File: src/ipc_consts.svh
`ifndef IPC_CONSTS_SVH
`define IPC_CONSTS_SVH
`define IPC_ADDR_PIN_CFG    8'h23
`define IPC_ADDR_IND_CFG    8'h24
`define IPC_ADDR_MASK       8'h25
`define IPC_ADDR_DET_FIRST  8'h26
`define IPC_ADDR_DET_SECOND 8'h27
`define IPC_RST_PIN_CFG     8'h21
`define IPC_RST_IND_CFG     8'h00
`define IPC_RST_MASK        8'h00
`define IPC_DRV_MSB         7
`define IPC_DRV_LSB         5
`define IPC_GPO_BIT         4
`define IPC_FUN_MSB         2
`define IPC_FUN_LSB         0
`define IPC_IND_MSB         7
`define IPC_IND_LSB         6
`define IPC_CLK_HZ          20000000
`define IPC_PULSE_US        2000
`define IPC_PERIOD_US       4000
`define IPC_PULSE_CYC       ((`IPC_CLK_HZ / 1000000) * `IPC_PULSE_US)
`define IPC_PERIOD_CYC      ((`IPC_CLK_HZ / 1000000) * `IPC_PERIOD_US)
`endif

File: src/ipc_pkg.sv
package ipc_pkg;
  typedef enum logic [2:0] {
    IPC_FUN_OFF  = 3'h0,
    IPC_FUN_IRQ  = 3'h1,
    IPC_FUN_GPO  = 3'h3,
    IPC_FUN_PDM  = 3'h4
  } ipc_fun_t;
  typedef enum logic [2:0] {
    IPC_DRV_PUSHPULL = 3'h0,
    IPC_DRV_OD_LOW   = 3'h1,
    IPC_DRV_OD_HIGH  = 3'h2,
    IPC_DRV_PU_LOW   = 3'h3,
    IPC_DRV_PD_HIGH  = 3'h4
  } ipc_drv_t;
  typedef enum logic [1:0] {
    IPC_IND_ONE    = 2'h0,
    IPC_IND_REPEAT = 2'h1,
    IPC_IND_LEVEL  = 2'h2
  } ipc_ind_t;
  typedef enum logic [1:0] {
    IPC_ST_IDLE  = 2'b00,
    IPC_ST_HIGH  = 2'b01,
    IPC_ST_LOW   = 2'b11
  } ipc_st_t;
endpackage

File: src/ipc_sync.sv
`timescale 1ns/1ps
module ipc_sync #(
  parameter int W = 1
) (
  // Clock and reset
  input  wire logic         sys_clk_i,
  input  wire logic         rst_i,
  // Data
  input  wire logic [W-1:0] d_i,
  output logic      [W-1:0] q_o
);
  if (W < 1) begin : gen_bad_width
    $error("ipc_sync: width must be positive");
  end

  logic [W-1:0] s1_q;
  logic [W-1:0] s2_q;
  logic [W-1:0] s3_q;

  // Change accepted once stages two and three agree
  always_ff @(posedge sys_clk_i or posedge rst_i) begin
    if (rst_i) begin
      s1_q <= '0;
      s2_q <= '0;
      s3_q <= '0;
    end else begin
      s1_q <= d_i;
      s2_q <= s1_q;
      s3_q <= s2_q;
    end
  end

  always_ff @(posedge sys_clk_i or posedge rst_i) begin
    if (rst_i) begin
      q_o <= '0;
    end else begin
      for (int i = 0; i < W; i++) begin
        if (s2_q[i] == s3_q[i]) begin
          q_o[i] <= s3_q[i];
        end
      end
    end
  end
endmodule

File: src/ipc_top.sv
// What this block does
// [RULE1] Drive field bits 7:5 resets to 1; code 0 drives both levels
// [RULE2] Code 1 drives low, floats high; code 2 floats low, drives high
// [RULE3] Code 3 drives low with pull-up; code 4 pull-down, drives high
// [RULE4] Function field bits 2:0 resets to 1; code 0 disables pin buffers
// [RULE5] Function 1 puts masked interrupt indication on the pin
// [RULE6] Function 3 makes the pin a software-set output
// [RULE7] Function 4 outputs the divided PDM input clock
// [RULE8] Bit 4, reset 0, sets pin level in output mode
// [RULE9] Indication style bits 7:6 of second config register, reset 0
// [RULE10] Style 0 gives one 2ms high pulse per interrupt
// [RULE11] Style 1 repeats 2ms pulses every 4ms until flags cleared
// [RULE12] Style 2 holds pin high until flags cleared
// [RULE13] Mask bit 7 enables over-current interrupt
// [RULE14] Mask bit 6 enables analog under-voltage interrupt
// [RULE15] Mask bit 5 enables second clock-error interrupt
// [RULE16] Mask bit 4 enables over-temperature interrupt
// [RULE17] Mask bit 3 enables brownout interrupt
// [RULE18] Mask bit 2 enables first clock-error interrupt
// [RULE19] Mask bit 1 enables modulator clock halt interrupt
// [RULE20] Mask bit 0 enables word-clock halt interrupt
// [RULE21] First detection register is sticky and clears on read
// [RULE22] Clock halt events are sticky in the second detection register
// [RULE23] Interrupt when a flag newly sets while its mask bit is 1
// [RULE24] Pulse timing counter restarts at each new interrupt
`timescale 1ns/1ps
`include "ipc_consts.svh"
module ipc_top #(
  parameter int PULSE_CYC  = `IPC_PULSE_CYC,
  parameter int PERIOD_CYC = `IPC_PERIOD_CYC
) (
  // Clock and reset
  input  wire logic       sys_clk_i,
  input  wire logic       rst_i,
  // Register port
  input  wire logic [7:0] reg_addr_i,
  input  wire logic       reg_wr_i,
  input  wire logic       reg_rd_i,
  input  wire logic [7:0] reg_wdata_i,
  output logic      [7:0] reg_rdata_o,
  // Event sources, pulses or levels
  input  wire logic       ev_overcurrent_i,
  input  wire logic       ev_analog_undervoltage_i,
  input  wire logic       ev_clock_error_a_i,
  input  wire logic       ev_overtemperature_i,
  input  wire logic       ev_brownout_i,
  input  wire logic       ev_clock_error_b_i,
  input  wire logic       ev_sar_done_i,
  input  wire logic       ev_word_clock_halt_i,
  input  wire logic       ev_modulator_clock_halt_i,
  // Divided PDM clock
  input  wire logic       pdm_input_divided_clock_i,
  // Alert pin
  output logic            alert_pin_o,
  output logic            alert_pin_oe_n_o,
  output logic            alert_pull_up_o,
  output logic            alert_pull_down_o,
  output logic            alert_buf_en_o
);
  // Pulse must fit inside its period; counter compares are 32 bits wide
  if (PULSE_CYC < 1 || PERIOD_CYC <= PULSE_CYC) begin : gen_bad_timing
    $error("ipc_top: bad pulse timing");
  end

  logic [7:0] pin_cfg_q;
  logic [7:0] ind_cfg_q;
  logic [7:0] mask_q;
  logic [7:0] det1_q;
  logic [7:0] det2_q;
  logic       pdm_clk_s;

  // Pin-sourced clock passes the three-stage filter
  ipc_sync #(.W(1)) u_pdm_sync (
    .sys_clk_i (sys_clk_i),
    .rst_i     (rst_i),
    .d_i       (pdm_input_divided_clock_i),
    .q_o       (pdm_clk_s)
  );

  logic [2:0] fun;
  logic [2:0] drv;
  logic [1:0] ind;
  assign fun = pin_cfg_q[`IPC_FUN_MSB:`IPC_FUN_LSB];
  assign drv = pin_cfg_q[`IPC_DRV_MSB:`IPC_DRV_LSB];
  assign ind = ind_cfg_q[`IPC_IND_MSB:`IPC_IND_LSB];

  // Configuration registers
  always_ff @(posedge sys_clk_i or posedge rst_i) begin
    if (rst_i) begin
      pin_cfg_q <= `IPC_RST_PIN_CFG; // RULE1 RULE4 RULE8
      ind_cfg_q <= `IPC_RST_IND_CFG; // RULE9
      mask_q    <= `IPC_RST_MASK;
    end else if (reg_wr_i) begin
      if (reg_addr_i == `IPC_ADDR_PIN_CFG) begin
        pin_cfg_q <= reg_wdata_i;
      end else if (reg_addr_i == `IPC_ADDR_IND_CFG) begin
        ind_cfg_q <= reg_wdata_i;
      end else if (reg_addr_i == `IPC_ADDR_MASK) begin
        mask_q <= reg_wdata_i;
      end
    end
  end

  logic rd_det1;
  logic rd_det2;
  assign rd_det1 = reg_rd_i && (reg_addr_i == `IPC_ADDR_DET_FIRST);
  assign rd_det2 = reg_rd_i && (reg_addr_i == `IPC_ADDR_DET_SECOND);

  logic [7:0] ev1;
  logic [7:0] ev2;
  assign ev1 = {ev_overcurrent_i, ev_analog_undervoltage_i, ev_clock_error_a_i,
                ev_overtemperature_i, ev_brownout_i, ev_clock_error_b_i,
                ev_sar_done_i, 1'b0};
  assign ev2 = {ev_word_clock_halt_i, ev_modulator_clock_halt_i, 6'h00};

  // Sticky flags; a new event in the read cycle survives the clear
  always_ff @(posedge sys_clk_i or posedge rst_i) begin
    if (rst_i) begin
      det1_q <= 8'h00;
      det2_q <= 8'h00;
    end else begin
      det1_q <= (rd_det1 ? 8'h00 : det1_q) | ev1; // RULE21
      det2_q <= (rd_det2 ? 8'h00 : det2_q) | ev2; // RULE22
    end
  end

  AST_DET1_CLEAR: assert property (@(posedge sys_clk_i) disable iff (rst_i) // RULE21
    (rd_det1 && ev1 == 8'h00) |=> (det1_q == 8'h00))
    else $error("first detection byte not cleared by read");
  AST_DET2_HOLD: assert property (@(posedge sys_clk_i) disable iff (rst_i) // RULE22
    (det2_q[6] && !rd_det2) |=> det2_q[6])
    else $error("modulator halt flag lost without read");

  // Read data is registered
  always_ff @(posedge sys_clk_i or posedge rst_i) begin
    if (rst_i) begin
      reg_rdata_o <= 8'h00;
    end else if (reg_rd_i) begin
      if (reg_addr_i == `IPC_ADDR_PIN_CFG) begin
        reg_rdata_o <= pin_cfg_q;
      end else if (reg_addr_i == `IPC_ADDR_IND_CFG) begin
        reg_rdata_o <= ind_cfg_q;
      end else if (reg_addr_i == `IPC_ADDR_MASK) begin
        reg_rdata_o <= mask_q;
      end else if (rd_det1) begin
        reg_rdata_o <= det1_q;
      end else if (rd_det2) begin
        reg_rdata_o <= det2_q;
      end else begin
        reg_rdata_o <= 8'h00;
      end
    end
  end

  // Mask bits map to flags with differing positions in the two sticky bytes
  logic [7:0] act;
  assign act[7] = mask_q[7] & det1_q[7]; // RULE13
  assign act[6] = mask_q[6] & det1_q[6]; // RULE14
  assign act[5] = mask_q[5] & det1_q[2]; // RULE15
  assign act[4] = mask_q[4] & det1_q[4]; // RULE16
  assign act[3] = mask_q[3] & det1_q[3]; // RULE17
  assign act[2] = mask_q[2] & det1_q[5]; // RULE18
  assign act[1] = mask_q[1] & det2_q[6]; // RULE19
  assign act[0] = mask_q[0] & det2_q[7]; // RULE20

  logic [7:0] act_q;
  logic       new_irq;
  logic       any_act;
  assign new_irq = |(act & ~act_q); // RULE23
  assign any_act = |act;

  always_ff @(posedge sys_clk_i or posedge rst_i) begin
    if (rst_i) begin
      act_q <= 8'h00;
    end else begin
      act_q <= act;
    end
  end

  ipc_pkg::ipc_st_t st_q;
  logic [31:0]      cnt_q;

  // Indication sequencer
  always_ff @(posedge sys_clk_i or posedge rst_i) begin
    if (rst_i) begin
      st_q  <= ipc_pkg::IPC_ST_IDLE;
      cnt_q <= 32'h0;
    end else if (new_irq) begin
      st_q  <= ipc_pkg::IPC_ST_HIGH; // RULE24
      cnt_q <= 32'h0;
    end else begin
      case (st_q)
        ipc_pkg::IPC_ST_IDLE: begin
          cnt_q <= 32'h0;
        end
        ipc_pkg::IPC_ST_HIGH: begin
          if (ind == ipc_pkg::IPC_IND_LEVEL) begin
            cnt_q <= 32'h0;
            if (!any_act) begin
              st_q <= ipc_pkg::IPC_ST_IDLE; // RULE12
            end
          end else if (cnt_q == 32'(PULSE_CYC - 1)) begin
            cnt_q <= cnt_q + 32'h1;
            if (ind == ipc_pkg::IPC_IND_REPEAT) begin
              st_q <= ipc_pkg::IPC_ST_LOW; // RULE11
            end else begin
              st_q <= ipc_pkg::IPC_ST_IDLE; // RULE10
            end
          end else begin
            cnt_q <= cnt_q + 32'h1;
          end
        end
        ipc_pkg::IPC_ST_LOW: begin
          if (cnt_q == 32'(PERIOD_CYC - 1)) begin
            cnt_q <= 32'h0;
            st_q  <= any_act ? ipc_pkg::IPC_ST_HIGH : ipc_pkg::IPC_ST_IDLE; // RULE11
          end else begin
            cnt_q <= cnt_q + 32'h1;
          end
        end
        default: begin
          st_q  <= ipc_pkg::IPC_ST_IDLE;
          cnt_q <= 32'h0;
        end
      endcase
    end
  end

  // Repeat style drops after the high phase and stops once no flag is left
  AST_REPEAT_LOW: assert property (@(posedge sys_clk_i) disable iff (rst_i) // RULE11
    (st_q == ipc_pkg::IPC_ST_HIGH && ind == ipc_pkg::IPC_IND_REPEAT && !new_irq &&
     cnt_q == 32'(PULSE_CYC - 1))
      |=> (st_q == ipc_pkg::IPC_ST_LOW))
    else $error("repeat pulse did not go low");
  AST_REPEAT_STOP: assert property (@(posedge sys_clk_i) disable iff (rst_i) // RULE11
    (st_q == ipc_pkg::IPC_ST_LOW && !any_act && !new_irq &&
     cnt_q == 32'(PERIOD_CYC - 1))
      |=> (st_q == ipc_pkg::IPC_ST_IDLE))
    else $error("repeat pulses went on after flags cleared");

  logic irq_level;
  assign irq_level = (st_q == ipc_pkg::IPC_ST_HIGH);

  // Pin level source by function
  logic lvl_d;
  always_comb begin
    case (fun)
      ipc_pkg::IPC_FUN_IRQ: lvl_d = irq_level;             // RULE5
      ipc_pkg::IPC_FUN_GPO: lvl_d = pin_cfg_q[`IPC_GPO_BIT]; // RULE6 RULE8
      ipc_pkg::IPC_FUN_PDM: lvl_d = pdm_clk_s;             // RULE7
      default:              lvl_d = 1'b0;
    endcase
  end

  // Driver shaping; reserved codes and disabled pin leave the pin floating
  logic       en;
  logic [3:0] pad_d;
  assign en = (fun == ipc_pkg::IPC_FUN_IRQ) || (fun == ipc_pkg::IPC_FUN_GPO) ||
              (fun == ipc_pkg::IPC_FUN_PDM); // RULE4
  always_comb begin
    pad_d = {lvl_d, 1'b1, 1'b0, 1'b0};
    if (en) begin
      case (drv)
        ipc_pkg::IPC_DRV_PUSHPULL: pad_d = {lvl_d, 1'b0, 1'b0, 1'b0};  // RULE1
        ipc_pkg::IPC_DRV_OD_LOW:   pad_d = {1'b0, lvl_d, 1'b0, 1'b0};  // RULE2
        ipc_pkg::IPC_DRV_OD_HIGH:  pad_d = {1'b1, ~lvl_d, 1'b0, 1'b0}; // RULE2
        ipc_pkg::IPC_DRV_PU_LOW:   pad_d = {1'b0, lvl_d, 1'b1, 1'b0};  // RULE3
        ipc_pkg::IPC_DRV_PD_HIGH:  pad_d = {1'b1, ~lvl_d, 1'b0, 1'b1}; // RULE3
        default:                   pad_d = {1'b0, 1'b1, 1'b0, 1'b0};
      endcase
    end
  end

  always_ff @(posedge sys_clk_i or posedge rst_i) begin
    if (rst_i) begin
      alert_pin_o       <= 1'b0;
      alert_pin_oe_n_o  <= 1'b1;
      alert_pull_up_o   <= 1'b0;
      alert_pull_down_o <= 1'b0;
      alert_buf_en_o    <= 1'b0;
    end else begin
      alert_pin_o       <= pad_d[3];
      alert_pin_oe_n_o  <= pad_d[2];
      alert_pull_up_o   <= pad_d[1];
      alert_pull_down_o <= pad_d[0];
      alert_buf_en_o    <= en;
    end
  end

  AST_DRV_PUSHPULL: assert property (@(posedge sys_clk_i) disable iff (rst_i) // RULE1
    (en && drv == ipc_pkg::IPC_DRV_PUSHPULL)
      |=> (!alert_pin_oe_n_o && alert_pin_o == $past(lvl_d)))
    else $error("push-pull pin not driven to level");
  AST_DRV_OD_HIGH: assert property (@(posedge sys_clk_i) disable iff (rst_i) // RULE2
    (en && drv == ipc_pkg::IPC_DRV_OD_HIGH)
      |=> (alert_pin_o && alert_pin_oe_n_o != $past(lvl_d)))
    else $error("high-side open drain wrong");
  AST_DRV_PULL_UP: assert property (@(posedge sys_clk_i) disable iff (rst_i) // RULE3
    (en && drv == ipc_pkg::IPC_DRV_PU_LOW)
      |=> (!alert_pin_o && alert_pin_oe_n_o == $past(lvl_d) &&
           alert_pull_up_o && !alert_pull_down_o))
    else $error("pull-up drive mode wrong");
  AST_DRV_PULL_DOWN: assert property (@(posedge sys_clk_i) disable iff (rst_i) // RULE3
    (en && drv == ipc_pkg::IPC_DRV_PD_HIGH)
      |=> (alert_pin_o && alert_pin_oe_n_o != $past(lvl_d) &&
           alert_pull_down_o && !alert_pull_up_o))
    else $error("pull-down drive mode wrong");
  AST_DRV_RESERVED: assert property (@(posedge sys_clk_i) disable iff (rst_i) // RULE3
    (en && drv > 3'h4)
      |=> (alert_pin_oe_n_o && !alert_pull_up_o && !alert_pull_down_o))
    else $error("reserved drive code drives pin");
  AST_IRQ_PIN: assert property (@(posedge sys_clk_i) disable iff (rst_i) // RULE5
    (fun == ipc_pkg::IPC_FUN_IRQ && drv == ipc_pkg::IPC_DRV_OD_LOW)
      |=> (!alert_pin_o && alert_pin_oe_n_o == $past(irq_level)))
    else $error("indication not on pin");
  AST_PDM_PIN: assert property (@(posedge sys_clk_i) disable iff (rst_i) // RULE7
    (fun == ipc_pkg::IPC_FUN_PDM && drv == ipc_pkg::IPC_DRV_PUSHPULL)
      |=> (alert_pin_o == $past(pdm_clk_s)))
    else $error("divided clock not on pin");
  AST_STYLE0_WIDTH: assert property (@(posedge sys_clk_i) disable iff (rst_i) // RULE10
    (irq_level && ind == ipc_pkg::IPC_IND_ONE && !new_irq && cnt_q == 32'(PULSE_CYC - 1))
      |=> !irq_level)
    else $error("single pulse too long");
  AST_MASK_GATES: assert property (@(posedge sys_clk_i) disable iff (rst_i) // RULE23
    new_irq |-> (|(mask_q & {det1_q[7:6], det1_q[2], det1_q[4:3], det1_q[5],
                             det2_q[6], det2_q[7]})))
    else $error("interrupt without enabled flag");
  AST_NEW_HIGH: assert property (@(posedge sys_clk_i) disable iff (rst_i) // RULE24
    new_irq |=> (irq_level && cnt_q == 32'h0))
    else $error("new interrupt did not restart pulse");
  AST_LEVEL_HOLD: assert property (@(posedge sys_clk_i) disable iff (rst_i) // RULE12
    (irq_level && ind == ipc_pkg::IPC_IND_LEVEL && any_act && !new_irq) |=> irq_level)
    else $error("level indication dropped early");
  AST_STICKY: assert property (@(posedge sys_clk_i) disable iff (rst_i) // RULE21
    (det1_q[7] && !rd_det1) |=> det1_q[7])
    else $error("sticky flag lost without read");
  AST_READ_CLR: assert property (@(posedge sys_clk_i) disable iff (rst_i) // RULE22
    (rd_det2 && !ev_word_clock_halt_i) |=> !det2_q[7])
    else $error("read did not clear flag");
  AST_GPO_PIN: assert property (@(posedge sys_clk_i) disable iff (rst_i) // RULE6
    (fun == ipc_pkg::IPC_FUN_GPO && drv == ipc_pkg::IPC_DRV_PUSHPULL)
      |=> (alert_pin_o == $past(pin_cfg_q[`IPC_GPO_BIT]) && !alert_pin_oe_n_o))
    else $error("manual level not on pin");
  AST_OFF_FLOAT: assert property (@(posedge sys_clk_i) disable iff (rst_i) // RULE4
    (fun == ipc_pkg::IPC_FUN_OFF) |=> (alert_pin_oe_n_o && !alert_buf_en_o))
    else $error("disabled pin is driven");
  AST_OD_HIGHZ: assert property (@(posedge sys_clk_i) disable iff (rst_i) // RULE2
    (en && drv == ipc_pkg::IPC_DRV_OD_LOW && lvl_d) |=> alert_pin_oe_n_o)
    else $error("open drain drove high");
endmodule

File: config.mk
export PLATFORM = sky130hd
export DESIGN_NAME = ipc_top
export DESIGN_NICKNAME = d
export VERILOG_FILES = /design/src/ipc_pkg.sv /design/src/ipc_sync.sv /design/src/ipc_top.sv
export VERILOG_INCLUDE_DIRS = /design/src /design/src/src
export SDC_FILE = /design/constraint.sdc
export NUM_CORES = 1
export LEC_CHECK = 0
export BUFFER_PORTS_ARGS = -buffer_cell sky130_fd_sc_hd__buf_2
export CORE_ASPECT_RATIO = 0.9
export CORE_UTILIZATION = 50
export DETAILED_ROUTE_END_ITERATION = 12
export GPL_ROUTABILITY_DRIVEN = 0
export GPL_TIMING_DRIVEN = 0
export HOLD_SLACK_MARGIN = 0.1
export PLACE_DENSITY = 0.78
export SLEW_MARGIN = 20
export SYNTH_ARGS = -nofsm -noshare
export SYNTH_HDL_FRONTEND = slang
export SYNTH_SLANG_ARGS = --single-unit
File: constraint.sdc
create_clock -name sys_clk_i -period 6.02 [get_ports sys_clk_i]
set_input_delay 1.204 -clock sys_clk_i [delete_from_list [all_inputs] [get_ports sys_clk_i]]
set_output_delay 1.204 -clock sys_clk_i [all_outputs]
set_load 0.02 [all_outputs]
### Word-level counts from Yosys, hierarchy flattened

Index checks and enable logic that the tools add are counted.

* memory bits (read-only): 0
* logic and storage cells: 91
* bits in registers: 99
* output and inout bits: 13
* input port bits: 30
* memories: 0
* latch bits: 0
* RAM bits: 0

* equal/unequal tests: 23
* div/mod/pow operators: 0
* reduce and logical (&&, ||, !) cells: 12
* muxes and demuxes: 22
* shift operators: 0
* bitwise logic cells: 15
* multipliers: 0
* add/subtract/negate cells: 1
* magnitude comparators: 0

Operators with widths (count)
* $mux W32: 3
* $pmux W32 S2: 1
* $mux W8: 7
* $eq A8 B6 Y1 const B: 5
* $add A32 B1 Y32 const B: 1
* $eq A32 B16 Y1 const B: 1
* $eq A32 B17 Y1 const B: 1
* $pmux W4 S5: 1
* $or A8 B8 Y8: 2
* $reduce_or A8 Y1: 2
* $mux W2: 6
* $eq A3 B2 Y1 const B: 3
* $and A1 B1 Y1: 8
* $and A8 B8 Y8: 1
* $not A8 Y8: 1
* $reduce_and A4 Y1: 2
* $eq A3 B1 Y1 const B: 2
* $eq A3 B3 Y1 const B: 2
* $pmux W2 S3: 1
* $eq A2 B1 Y1 const B: 2
* $eq A2 B2 Y1 const B: 2
* $mux W4: 1
* $ne A4 B2 Y1 const B: 1
* $ne A4 B4 Y1 const B: 1
* 12 further kinds: 16

### Depth between registers and ports, before layout

Gate-level depths: netlist of the first run.

* depth in word-level cells: 7
* mapped depth: 7
* gate-level depth less buffers: 6

### Cells and area by module

A second synthesis of the first run with hierarchy kept.

* cells, all modules: 383
* area, all modules: 4182.8 um^2

Modules (own cells, without submodules)
* ipc_top: seq. area each 2205.9 um^2, area an instance 4067.7 um^2, cells an instance 377, times used 1
* ipc_sync: seq. area each 100.1 um^2, area an instance 115.1 um^2, cells an instance 6, times used 1

### Least setup slack after synthesis of the first run

OpenSTA, ideal clock, no wires.

* path kind: input to register
* from: in reg_addr_i[7]
* to: reg ind_cfg_q[0]
* data arrival time: 2.548 ns
* slack: 3.347 ns
* stages: 7
* data required time: 5.895 ns
* setup time: 0.125 ns
* buffers on the path: 2
* cells stage by stage: nand2b_1 > nor4_4 > and2_0 > buf_2 > and3b_1 > buf_4 > mux2_2

* longest elaborated chain between the ends: 3
* elaborated cells on any way between the ends: 4
* those cells by class: eq/ne: 2; bitwise: 1; reduce/logical: 1

RTL lines
* start, declared: RTL line ipc_top.sv:36 `input wire logic [7:0] reg_addr_i,`
* $eq A8 B6 Y1 (no line)
* $not A1 Y1 (no line)
* $reduce_and A3 Y1 (no line) (*)
* end signal, assigned: RTL line ipc_top.sv:91 `` ind_cfg_q <= `IPC_RST_IND_CFG; ``
* end signal, assigned: RTL line ipc_top.sv:97 `ind_cfg_q <= reg_wdata_i;`
* end, declared: RTL line ipc_top.sv:66 `logic [7:0] ind_cfg_q;`

Every way passes the cells marked *; elsewhere a longest branch is shown, timed or not.
A chain may end at the register's enable or synchronous reset.

### Worst setup path in the final report of the first run

* from: in reg_addr_i[7]
* to: reg ind_cfg_q[6]

The elaborated chain is that of the path after synthesis.

==> results of run 1 <==
-- per-stage QoR --
step           power, mW  cell area (µm²)  worst slack (ns)
2_1_floorplan      0.771             4320              2.43
3_5_place_dp       0.818             4690              2.98
6_report            1.23             4890              3.36
5_1_grt             1.29             4890              3.26
3_3_place_gp       0.811             4660              1.50
4_1_cts             1.25             4890              3.37
-- worst min-delay path by stage --
stage               startpoint         endpoint  slack, ns  cells past startpoint
2_1_floorplan  u_pdm_sync.s1_q  u_pdm_sync.s2_q       0.33                      0
3_5_place_dp   u_pdm_sync.s1_q  u_pdm_sync.s2_q       0.34                      0
5_1_grt        u_pdm_sync.s1_q  u_pdm_sync.s2_q       0.37                      0
3_3_place_gp   u_pdm_sync.s1_q  u_pdm_sync.s2_q       0.33                      0
4_1_cts        u_pdm_sync.s1_q  u_pdm_sync.s2_q       0.36                      0
6_report       u_pdm_sync.s1_q  u_pdm_sync.s2_q       0.36                      0
-- final cells by class --
cell class / count / area share
Buffer: 13 / 0.0141
Clock buffer: 10 / 0.0261
Clock inverter: 6 / 0.0148
Inverter: 23 / 0.0182
Multi-Input combinational cell: 268 / 0.379
Sequential cell: 92 / 0.472
Tap cell: 115 / 0.0294
Timing Repair Buffer: 41 / 0.0466
-- power breakdown --
part	switching [mW]	total [mW]	internal, mW
Sequential	0.0239	0.668	0.644
Combinational	0.0819	0.137	0.0555
Clock	0.230	0.428	0.197
-- layer usage --
layer / vias up / part of all wire
li1: 1517 / -
met1: 1569 / 0.48
met2: 90 / 0.44
met3: 13 / 0.055
met4: 0 / 0.021
met5: - / 0
-- cells by family (layout without fill, tap and decap cells) --
family	after synthesis	after routing
flops	92	92
simple gates	157	157
fa+ha+maj	2	2
buf+inv	36	93
mux	32	32
xor+xnor	30	30
compound gates	47	47
-- worst max-delay path, stage by stage --
cell and delay [ns]:
buf_2 0.09, nand2b_1 0.16, nor4_4 0.35, and2_0 0.19, buf_2 0.20, and3b_1 0.18
buf_4 0.18, mux2_2 0.35
-- sequential cells by signal, summed over array words and instances, names as in the netlist --
signal	cells
act_q	8
alert_buf_en_o	1
alert_pin_o	1
alert_pin_oe_n_o	1
alert_pull_down_o	1
alert_pull_up_o	1
cnt_q	32
det1_q	7
det2_q	2
ind_cfg_q	8
mask_q	8
pin_cfg_q	8
reg_rdata_o	8
st_q	2
u_pdm_sync.q_o	1
u_pdm_sync.s1_q	1
u_pdm_sync.s2_q	1
u_pdm_sync.s3_q	1
-- cells in the final DEF, fill, tap and decap left out, types with 4 or more instances in the layout --
cell type and n:
nand3_1 17, clkbuf_1 6, inv_1 22, a221oi_1 7, o22ai_1 6, and3_1 7, buf_2 43, clkbuf_8 9
nand3b_1 6, a21o_1 9, o21ai_0 10, nor4_1 8, nand4_1 10, nand2b_1 4, a21oi_1 7, buf_4 4
xnor2_1 18, dfrtp_1 89, nand2_1 21, nor2_1 39, nor4_2 4, and4_1 4, mux2_2 30, xor2_1 12
nor3_1 12
==> run_results.csv, run 1 <==
group,metric,value,unit
floorplan,rows,31,
synthesis,ys_types,53,
cells_and_area,regArea,0.00231,mm²
worst_setup_path,reg2reg_from,"cnt_q[0]",
global_route,grt_pass1_vias,3094,
worst_setup_path,r2r_slack,3.90,ns
synthesis,synth_area,0.00432,mm²
synthesis,synth_xor_area_frac,0.0609,
place,io_buffers,40,
worst_setup_path,crit_path_start,"reg_addr_i[7]",
place,dp.cells,552,
synthesis,synth_most_common_cell,"dfrtp_1",
worst_setup_path,endpoint,"ind_cfg_q[6]",
cells_and_area,area_growth,13.3,%
job,maxCapViolations,0,
run_status,status,"finished, final reports clean",
cells_and_area,multi_input_area,0.00185,mm²
synthesis,synthAdderAreaFrac,0.00522,
worst_setup_path,path_class,"in -> reg",
synthesis,synth-simple-area-share,0.207,
cells_and_area,instances_no_fill,568,
synthesis,synth-edff-count,0,
synthesis,synth_cells,396,
worst_setup_path,ff2ff_path_depth,6,
cells_and_area,n_fill_cell,680,
synthesis,synth_top_area_cell,"dfrtp_1",
worst_setup_path,startpoint_type,"primary input",
synthesis,synth_warnings,0,
cells_and_area,drive_above_1_share,0.243,
power,leakagePower,2.25,nW
drt,drt_iter0_markers,231,
clock_network,clk_pin_slew,0.09,ns
drt,vias,3189,
clock_network,cts_hold_buf,0,
synthesis,asyncSetResetFlopFracSynth,1.00,
timing,tns,0,ns
drt,routed_via_density,5.61,
global_route,grt_use_met3,0.0467,
global_route,grt_overflow_total,0,
clock_network,cts_resized,0,
hold_path,hold_path.class,"reg -> reg",
drt,wl_per_cell,16.2,µm
floorplan,die_h,90.1,µm
synthesis,synth_top_area_frac,0.516,
timing,finClkSkew,0.0135,ns
timing,period_minus_slack,2.66,ns
drt,antenna_left,0,
drt,drc_errors,0,
synthesis,synth.mux.area_fraction,0.0829,
synthesis,synth_top_cells_by_count,"89 x dfrtp_1, 39 x nor2_1, 30 x mux2_2",
floorplan,die_width,99.9,µm
clock_network,cts_buffer_depth,2,
timing,hold_viol_final,0,
floorplan,fp.dieArea,0.00901,mm²
clock_network,htreeDepth,3,
clock_network,post_cts_buffers,0,
cells_and_area,n_antenna_cell,0,
global_route,grt-busiest-layer,"met1",
timing,holdWs,0.362,ns
clock_network,clock_sinks,92,
worst_setup_path,crit_fanout,8,
drt,first_pass_iters,4,
synthesis,synth_compound_area_frac,0.0739,
global_route,grt_pass1_wl,15600,µm
power,cellPowerDensity,252,mW/mm²
worst_setup_path,end_kind,"flop",
place,hpwl,6600,µm
power,ir_drop,0.000208,V
timing,setup_viol_count_final,0,
synthesis,ys_seq_elements,92,
synthesis,synth_top_family_by_area,"simple AND/OR/NAND/NOR gates",
synthesis,avgSynthCellArea,10.9,µm²
timing,period_share,0.443,
timing,finalMaxSlewViolations,0,
worst_setup_path,r2r_end,"st_q[0]",
worst_setup_path,required,6.27,ns
clock_network,cts_root_buf,"clkbuf_8",
worst_setup_path,arrival,2.91,ns
global_route,grtUsageMet2,0.320,
drt,finalWirelength,9200,µm
timing,worstMarginPinSlew,0.560,ns
clock_network,clk_latency,0.36,ns
clock_network,cts_tree,"done",
floorplan,initial_core_util,0.525,
timing,rsz0062_at_grt,"false",
timing,fmax,375,MHz
floorplan,io_pins,43,
synthesis,yosys_most_used_dff,"dfrtp_1",
cells_and_area,fin_nets,479,
global_route,antenna_found_initial,0,
global_route,grt_max_degree,49,
timing,slew_headroom,0.626,
synthesis,ys_seq_area_frac,0.534,
global_route,grtUsageTotal,0.225,
synthesis,syn-num-nets,427,
clock_network,cts-buffers-inserted,9,
cells_and_area,utilization,0.595,
floorplan,core,0.00822,mm²
global_route,grtUsageMet1,0.333,
synthesis,ys_top_cells_by_area,"dfrtp_1 52%, mux2_2 7.8%, xnor2_1 3.7%, nor2_1 3.4%, xor2_1 2.4%",
Power figures use the tool's default switching activity.
==> inputs of run 2 (changes only) <==
--- a/config.mk
+++ b/config.mk
@@ -13,7 +13,7 @@
 export GPL_ROUTABILITY_DRIVEN = 0
 export GPL_TIMING_DRIVEN = 0
 export HOLD_SLACK_MARGIN = 0.1
-export PLACE_DENSITY = 0.78
+export PLACE_DENSITY = 0.81
 export SLEW_MARGIN = 20
 export SYNTH_ARGS = -nofsm -noshare
 export SYNTH_HDL_FRONTEND = slang
==> constraint.sdc (replaced) <==
create_clock -name sys_clk_i -period 2.15 [get_ports sys_clk_i]
set_input_delay 0.43 -clock sys_clk_i [delete_from_list [all_inputs] [get_ports sys_clk_i]]
set_output_delay 0.43 -clock sys_clk_i [all_outputs]
set_load 0.02 [all_outputs]
==> run_results.csv, run 2 (synthesized netlist as in run 1, its figures left out) <==
group,metric,value,unit
timing,finalMaxSlewViolations,0,
cells_and_area,n_antenna_cell,0,
timing,rsz0062_at_grt,"false",
drt,vias,3261,
cells_and_area,final_common_cell,"dfrtp_1",
global_route,grt_overflow_total,0,
floorplan,die_h,90.1,µm
cells_and_area,drive_above_1_share,0.255,
drt,drc_errors,0,
worst_setup_path,reg2reg_from,"cnt_q[8]",
worst_setup_path,required,2.39,ns
place,dp.cells,554,
cells_and_area,n_fill_cell,668,
floorplan,core,0.00822,mm²
power,power,3.51,mW
cells_and_area,instances_no_fill,573,
drt,drt_iter0_markers,196,
timing,tns,0,ns
clock_network,htreeDepth,3,
worst_setup_path,crit_path_start,"cnt_q[8]",
timing,finClkSkew,0.0149,ns
worst_setup_path,end_kind,"flop",
global_route,grt_pass1_vias,3104,
worst_setup_path,startpoint_type,"flop",
clock_network,cts_buffer_depth,2,
cells_and_area,area_growth,15.9,%
floorplan,fp.dieArea,0.00901,mm²
global_route,grt_pass1_wl,15400,µm
floorplan,io_pins,43,
worst_setup_path,worst_path_max_delay_cell,"or4_1",
clock_network,cts_tree,"done",
worst_setup_path,path_class,"reg -> reg",
worst_setup_path,r2r_slack,0.15,ns
global_route,grt_max_degree,28,
clock_network,clk_pin_slew,0.09,ns
worst_setup_path,arrival,2.24,ns
drt,wl_per_cell,16.0,µm
drt,first_pass_iters,5,
run_status,status,"finished, final reports clean",
clock_network,cts-buffers-inserted,9,
timing,fmax,499,MHz
drt,finalWirelength,9170,µm
worst_setup_path,worst-path-buf-inv,0,
cells_and_area,largest_reg_flops,32,
worst_setup_path,r2r_end,"st_q[0]",
timing,worstMarginPinSlew,0.496,ns
cells_and_area,largest-register,"cnt_q",
power,leakagePower,2.28,nW
timing,setup_viol_count_final,0,
place,io_buffers,40,
worst_setup_path,ff2ff_path_depth,5,
global_route,antenna_found_initial,0,
power,ir_drop,0.000382,V
job,maxCapViolations,0,
timing,period_minus_slack,2.00,ns
place,hpwl,6600,µm
worst_setup_path,cp.depth,5,
worst_setup_path,endpoint,"st_q[0]",
hold_path,hold_path.class,"in -> reg",
timing,holdWs,0.174,ns
worst_setup_path,crit_fanout,5,
clock_network,clk_latency,0.36,ns
floorplan,rows,31,
timing,period_share,0.932,
drt,antenna_left,0,
global_route,grtUsageTotal,0.220,
timing,hold_viol_final,0,
cells_and_area,fin_nets,484,
worst_setup_path,crit_chain,"nor4_2, nand3_2, nor4_4, nor4_1, or4_1",
floorplan,initial_core_util,0.525,
worst_setup_path,cpLargestDelayFamily,"simple AND/OR/NAND/NOR gates",
cells_and_area,final_cell_mix,"89 x dfrtp_1, 43 x buf_2, 39 x nor2_1",
timing,slew_headroom,0.668,
clock_network,clock_sinks,92,
clock_network,cts_root_buf,"clkbuf_8",
power,cellPowerDensity,701,mW/mm²
drt,routed_via_density,5.69,
floorplan,die_width,99.9,µm
worst_setup_path,slowest_delay,0.47,ns
[run 2: where the power goes]
part	internal, mW	total [mW]	switching, mW
Sequential	1.80	1.87	0.0644
Clock	0.579	1.20	0.623
Combinational	0.188	0.436	0.249
Total	2.57	3.51	0.936
[run 2: metal layers]
| layer | share of wire | vias to the layer above | track usage | wire length [µm] |
|---|---|---|---|---|
| li1 | - | 1514 | - | - |
| met1 | 0.47 | 1621 | 0.319 | 4300 |
| met5 | 0 | - | 0 | 0 |
| met4 | 0.014 | 0 | 0.0674 | 132 |
| met2 | 0.46 | 113 | 0.325 | 4190 |
| met3 | 0.060 | 13 | 0.0521 | 547 |
[run 2: layout make-up]
type | count | area (µm²) | share of cell area
Clock inverter | 6 | 71.3 | 0.0143
Buffer | 13 | 68.8 | 0.0138
Timing Repair Buffer | 46 | 300 | 0.0600
Clock buffer | 10 | 138 | 0.0275
Tap cell | 115 | 144 | 0.0288
Inverter | 23 | 90.1 | 0.0180
Multi-Input combinational cell | 268 | 1880 | 0.377
Sequential cell | 92 | 2310 | 0.461
[run 2: worst register-to-register path, cell delays in order, from the launching register on]
cell	delay [ns]
dfrtp_1	0.45
nor4_2	0.37
nand3_2	0.17
nor4_4	0.34
nor4_1	0.08
or4_1	0.47
[run 2: worst min path at each step]
stage	from	to	slack [ns]	cells past startpoint
6_report	pdm_input_divided_clock_i	u_pdm_sync.s1_q	0.17	1
5_1_grt	pdm_input_divided_clock_i	u_pdm_sync.s1_q	0.15	1
4_1_cts	pdm_input_divided_clock_i	u_pdm_sync.s1_q	0.16	1
3_5_place_dp	u_pdm_sync.s1_q	u_pdm_sync.s2_q	0.34	0
3_3_place_gp	u_pdm_sync.s1_q	u_pdm_sync.s2_q	0.33	0
2_1_floorplan	u_pdm_sync.s1_q	u_pdm_sync.s2_q	0.33	0
[run 2: repair_timing]
action,in CTS,in global routing
endpoints found under the hold margin,19,0
pin swaps,0,2
hold buffers,1,0
buffers inserted,0,2
resized for setup,1,3
setup endpoints to repair,1,31
[run 2: stage by stage]
step	util	setup slack, ns	area, µm²
6_report	0.608	0.146	5000
5_1_grt	0.608	0.0240	5000
4_1_cts	0.604	0.0403	4970
3_5_place_dp	0.576	-0.0847	4740
3_3_place_gp	0.567	-0.0133	4660
2_1_floorplan	-	0.251	4320
==> inputs of run 3 (changes only) <==
--- a/config.mk
+++ b/config.mk
@@ -7,7 +7,7 @@
 export NUM_CORES = 1
 export LEC_CHECK = 0
 export BUFFER_PORTS_ARGS = -buffer_cell sky130_fd_sc_hd__buf_2
-export CORE_ASPECT_RATIO = 0.9
+export CORE_ASPECT_RATIO = 0.6
 export CORE_UTILIZATION = 50
 export DETAILED_ROUTE_END_ITERATION = 12
 export GPL_ROUTABILITY_DRIVEN = 0
==> run_results.csv, run 3 (synthesized netlist as in run 1, its figures left out) <==
group,metric,value,unit
cells_and_area,largest_reg_flops,32,
floorplan,fp.dieArea,0.00902,mm²
timing,fmax,475,MHz
worst_setup_path,r2r_slack,0.04,ns
worst_setup_path,crit_path_start,"cnt_q[8]",
drt,finalWirelength,9900,µm
floorplan,die_h,74.0,µm
worst_setup_path,startpoint_type,"flop",
clock_network,clk_latency,0.35,ns
timing,slew_headroom,0.524,
cells_and_area,fin_nets,482,
floorplan,io_pins,43,
clock_network,cts-buffers-inserted,9,
worst_setup_path,endpoint,"st_q[0]",
drt,routed_via_density,5.80,
worst_setup_path,path_class,"reg -> reg",
timing,finClkSkew,0.00573,ns
drt,antenna_left,0,
cells_and_area,n_antenna_cell,0,
timing,hold_viol_final,0,
cells_and_area,n_fill_cell,640,
floorplan,core,0.00810,mm²
cells_and_area,utilization,0.620,
cells_and_area,regArea,0.00231,mm²
cells_and_area,final_common_cell,"dfrtp_1",
clock_network,clk_pin_slew,0.06,ns
worst_setup_path,arrival,2.32,ns
hold_path,hold_path.class,"in -> async",
global_route,grt_pass1_vias,3069,
timing,finalWorstSetupSlack,0.0443,ns
job,maxCapViolations,0,
timing,setup_viol_count_final,0,
worst_setup_path,ff2ff_path_depth,5,
drt,drt_iter0_markers,355,
worst_setup_path,required,2.37,ns
clock_network,cts_hold_buf,0,
clock_network,clock_sinks,92,
drt,vias,3267,
place,hpwl,7230,µm
power,ir_drop,0.000508,V
worst_setup_path,r2r_end,"st_q[0]",
global_route,grt_max_degree,34,
timing,worstMarginPinSlew,0.712,ns
global_route,grt_pass1_wl,16000,µm
power,cellPowerDensity,749,mW/mm²
clock_network,cts_buffer_depth,2,
power,leakagePower,2.29,nW
worst_setup_path,crit_fanout,5,
place,io_buffers,40,
floorplan,rows,25,
timing,period_minus_slack,2.11,ns
cells_and_area,largest-register,"cnt_q",
drt,drc_errors,0,
global_route,antenna_found_initial,0,
global_route,grt_overflow_total,0,
power,power,3.76,mW
clock_network,cts_root_buf,"clkbuf_16",
cells_and_area,final_cell_mix,"89 x dfrtp_1, 43 x buf_2, 39 x nor2_1",
cells_and_area,area_growth,16.4,%
floorplan,initial_core_util,0.533,
clock_network,htreeDepth,3,
cells_and_area,multi_input_area,0.00190,mm²
worst_setup_path,end_kind,"flop",
drt,first_pass_iters,4,
cells_and_area,drive_above_1_share,0.257,
cells_and_area,fin_area,0.00502,mm²
timing,finalMaxSlewViolations,0,
place,post_dp_cell_area,0.00469,mm²
floorplan,die_width,122,µm
clock_network,cts_tree,"done",
place,place_ws,-0.115,ns
drt,wl_per_cell,17.6,µm
timing,period_share,0.979,
worst_setup_path,reg2reg_from,"cnt_q[8]",
run_status,status,"finished, final reports clean",
global_route,grtUsageTotal,0.243,
-- run 3: changes by cell type in the layout (fill, tap and decap cells not counted), sizes merged --
cell,delta
buf,-1
bufinv,-1
dlygate4sd3,-1
clkinv,-1
inv,-1
clkinvlp,-1
clkbuf,+3
-- run 3: report_power, final --
part / switching, mW / total, mW / internal [mW]
clock: 0.625 / 1.46 / 0.836
combinational: 0.249 / 0.431 / 0.182
sequential: 0.0644 / 1.87 / 1.81
-- run 3: per-layer routing --
layer	track usage	share of wire	vias to the layer above
met5	0	0	-
met4	0.0576	0.014	0
met3	0.0790	0.081	13
met2	0.324	0.40	125
met1	0.377	0.50	1615
li1	-	-	1514
-- run 3: stage by stage --
stage / hold WS (ns) / instances / setup TNS [ns]
2_1_floorplan: 0.331 / 396 / 0
3_3_place_gp: 0.333 / 544 / -0.221
3_5_place_dp: 0.340 / 546 / -0.902
4_1_cts: 0.191 / 561 / 0
5_1_grt: 0.192 / 563 / -0.0256
6_report: 0.191 / 563 / 0
-- run 3: cell type report --
cell class              count  share of cell area
inverters                  23              0.0179
well taps                 108              0.0269
clock inverters             2             0.00199
flip-flops and latches     92               0.459
multi-input cells         268               0.378
repair buffers             44              0.0508
clock buffers              13              0.0518
plain buffers              13              0.0137
-- run 3: worst max-delay path: stages, from the launching register on --
cell and delay, ns:
dfrtp_1 0.44, nor4_2 0.42, nand3_2 0.19, nor4_4 0.36, nor4_1 0.08, or4_1 0.48
-- run 3: worst min-delay path by stage --
stage                              start               to  slack, ns  depth (start not counted)
6_report                           rst_i        cnt_q[15]       0.19                          2
5_1_grt        pdm_input_divided_clock_i  u_pdm_sync.s1_q       0.19                          1
4_1_cts        pdm_input_divided_clock_i  u_pdm_sync.s1_q       0.19                          1
3_5_place_dp             u_pdm_sync.s1_q  u_pdm_sync.s2_q       0.34                          0
3_3_place_gp             u_pdm_sync.s1_q  u_pdm_sync.s2_q       0.33                          0
2_1_floorplan            u_pdm_sync.s1_q  u_pdm_sync.s2_q       0.33                          0
-- run 3: repair_timing --
| item | 4_1_cts | 5_1_grt |
|---|---|---|
| pin swaps | 0 | 1 |
| endpoints found under the setup margin | 1 | 31 |
| hold endpoints to repair | 0 | 0 |
| gates resized for setup | 1 | 7 |
| buffers inserted | 0 | 2 |
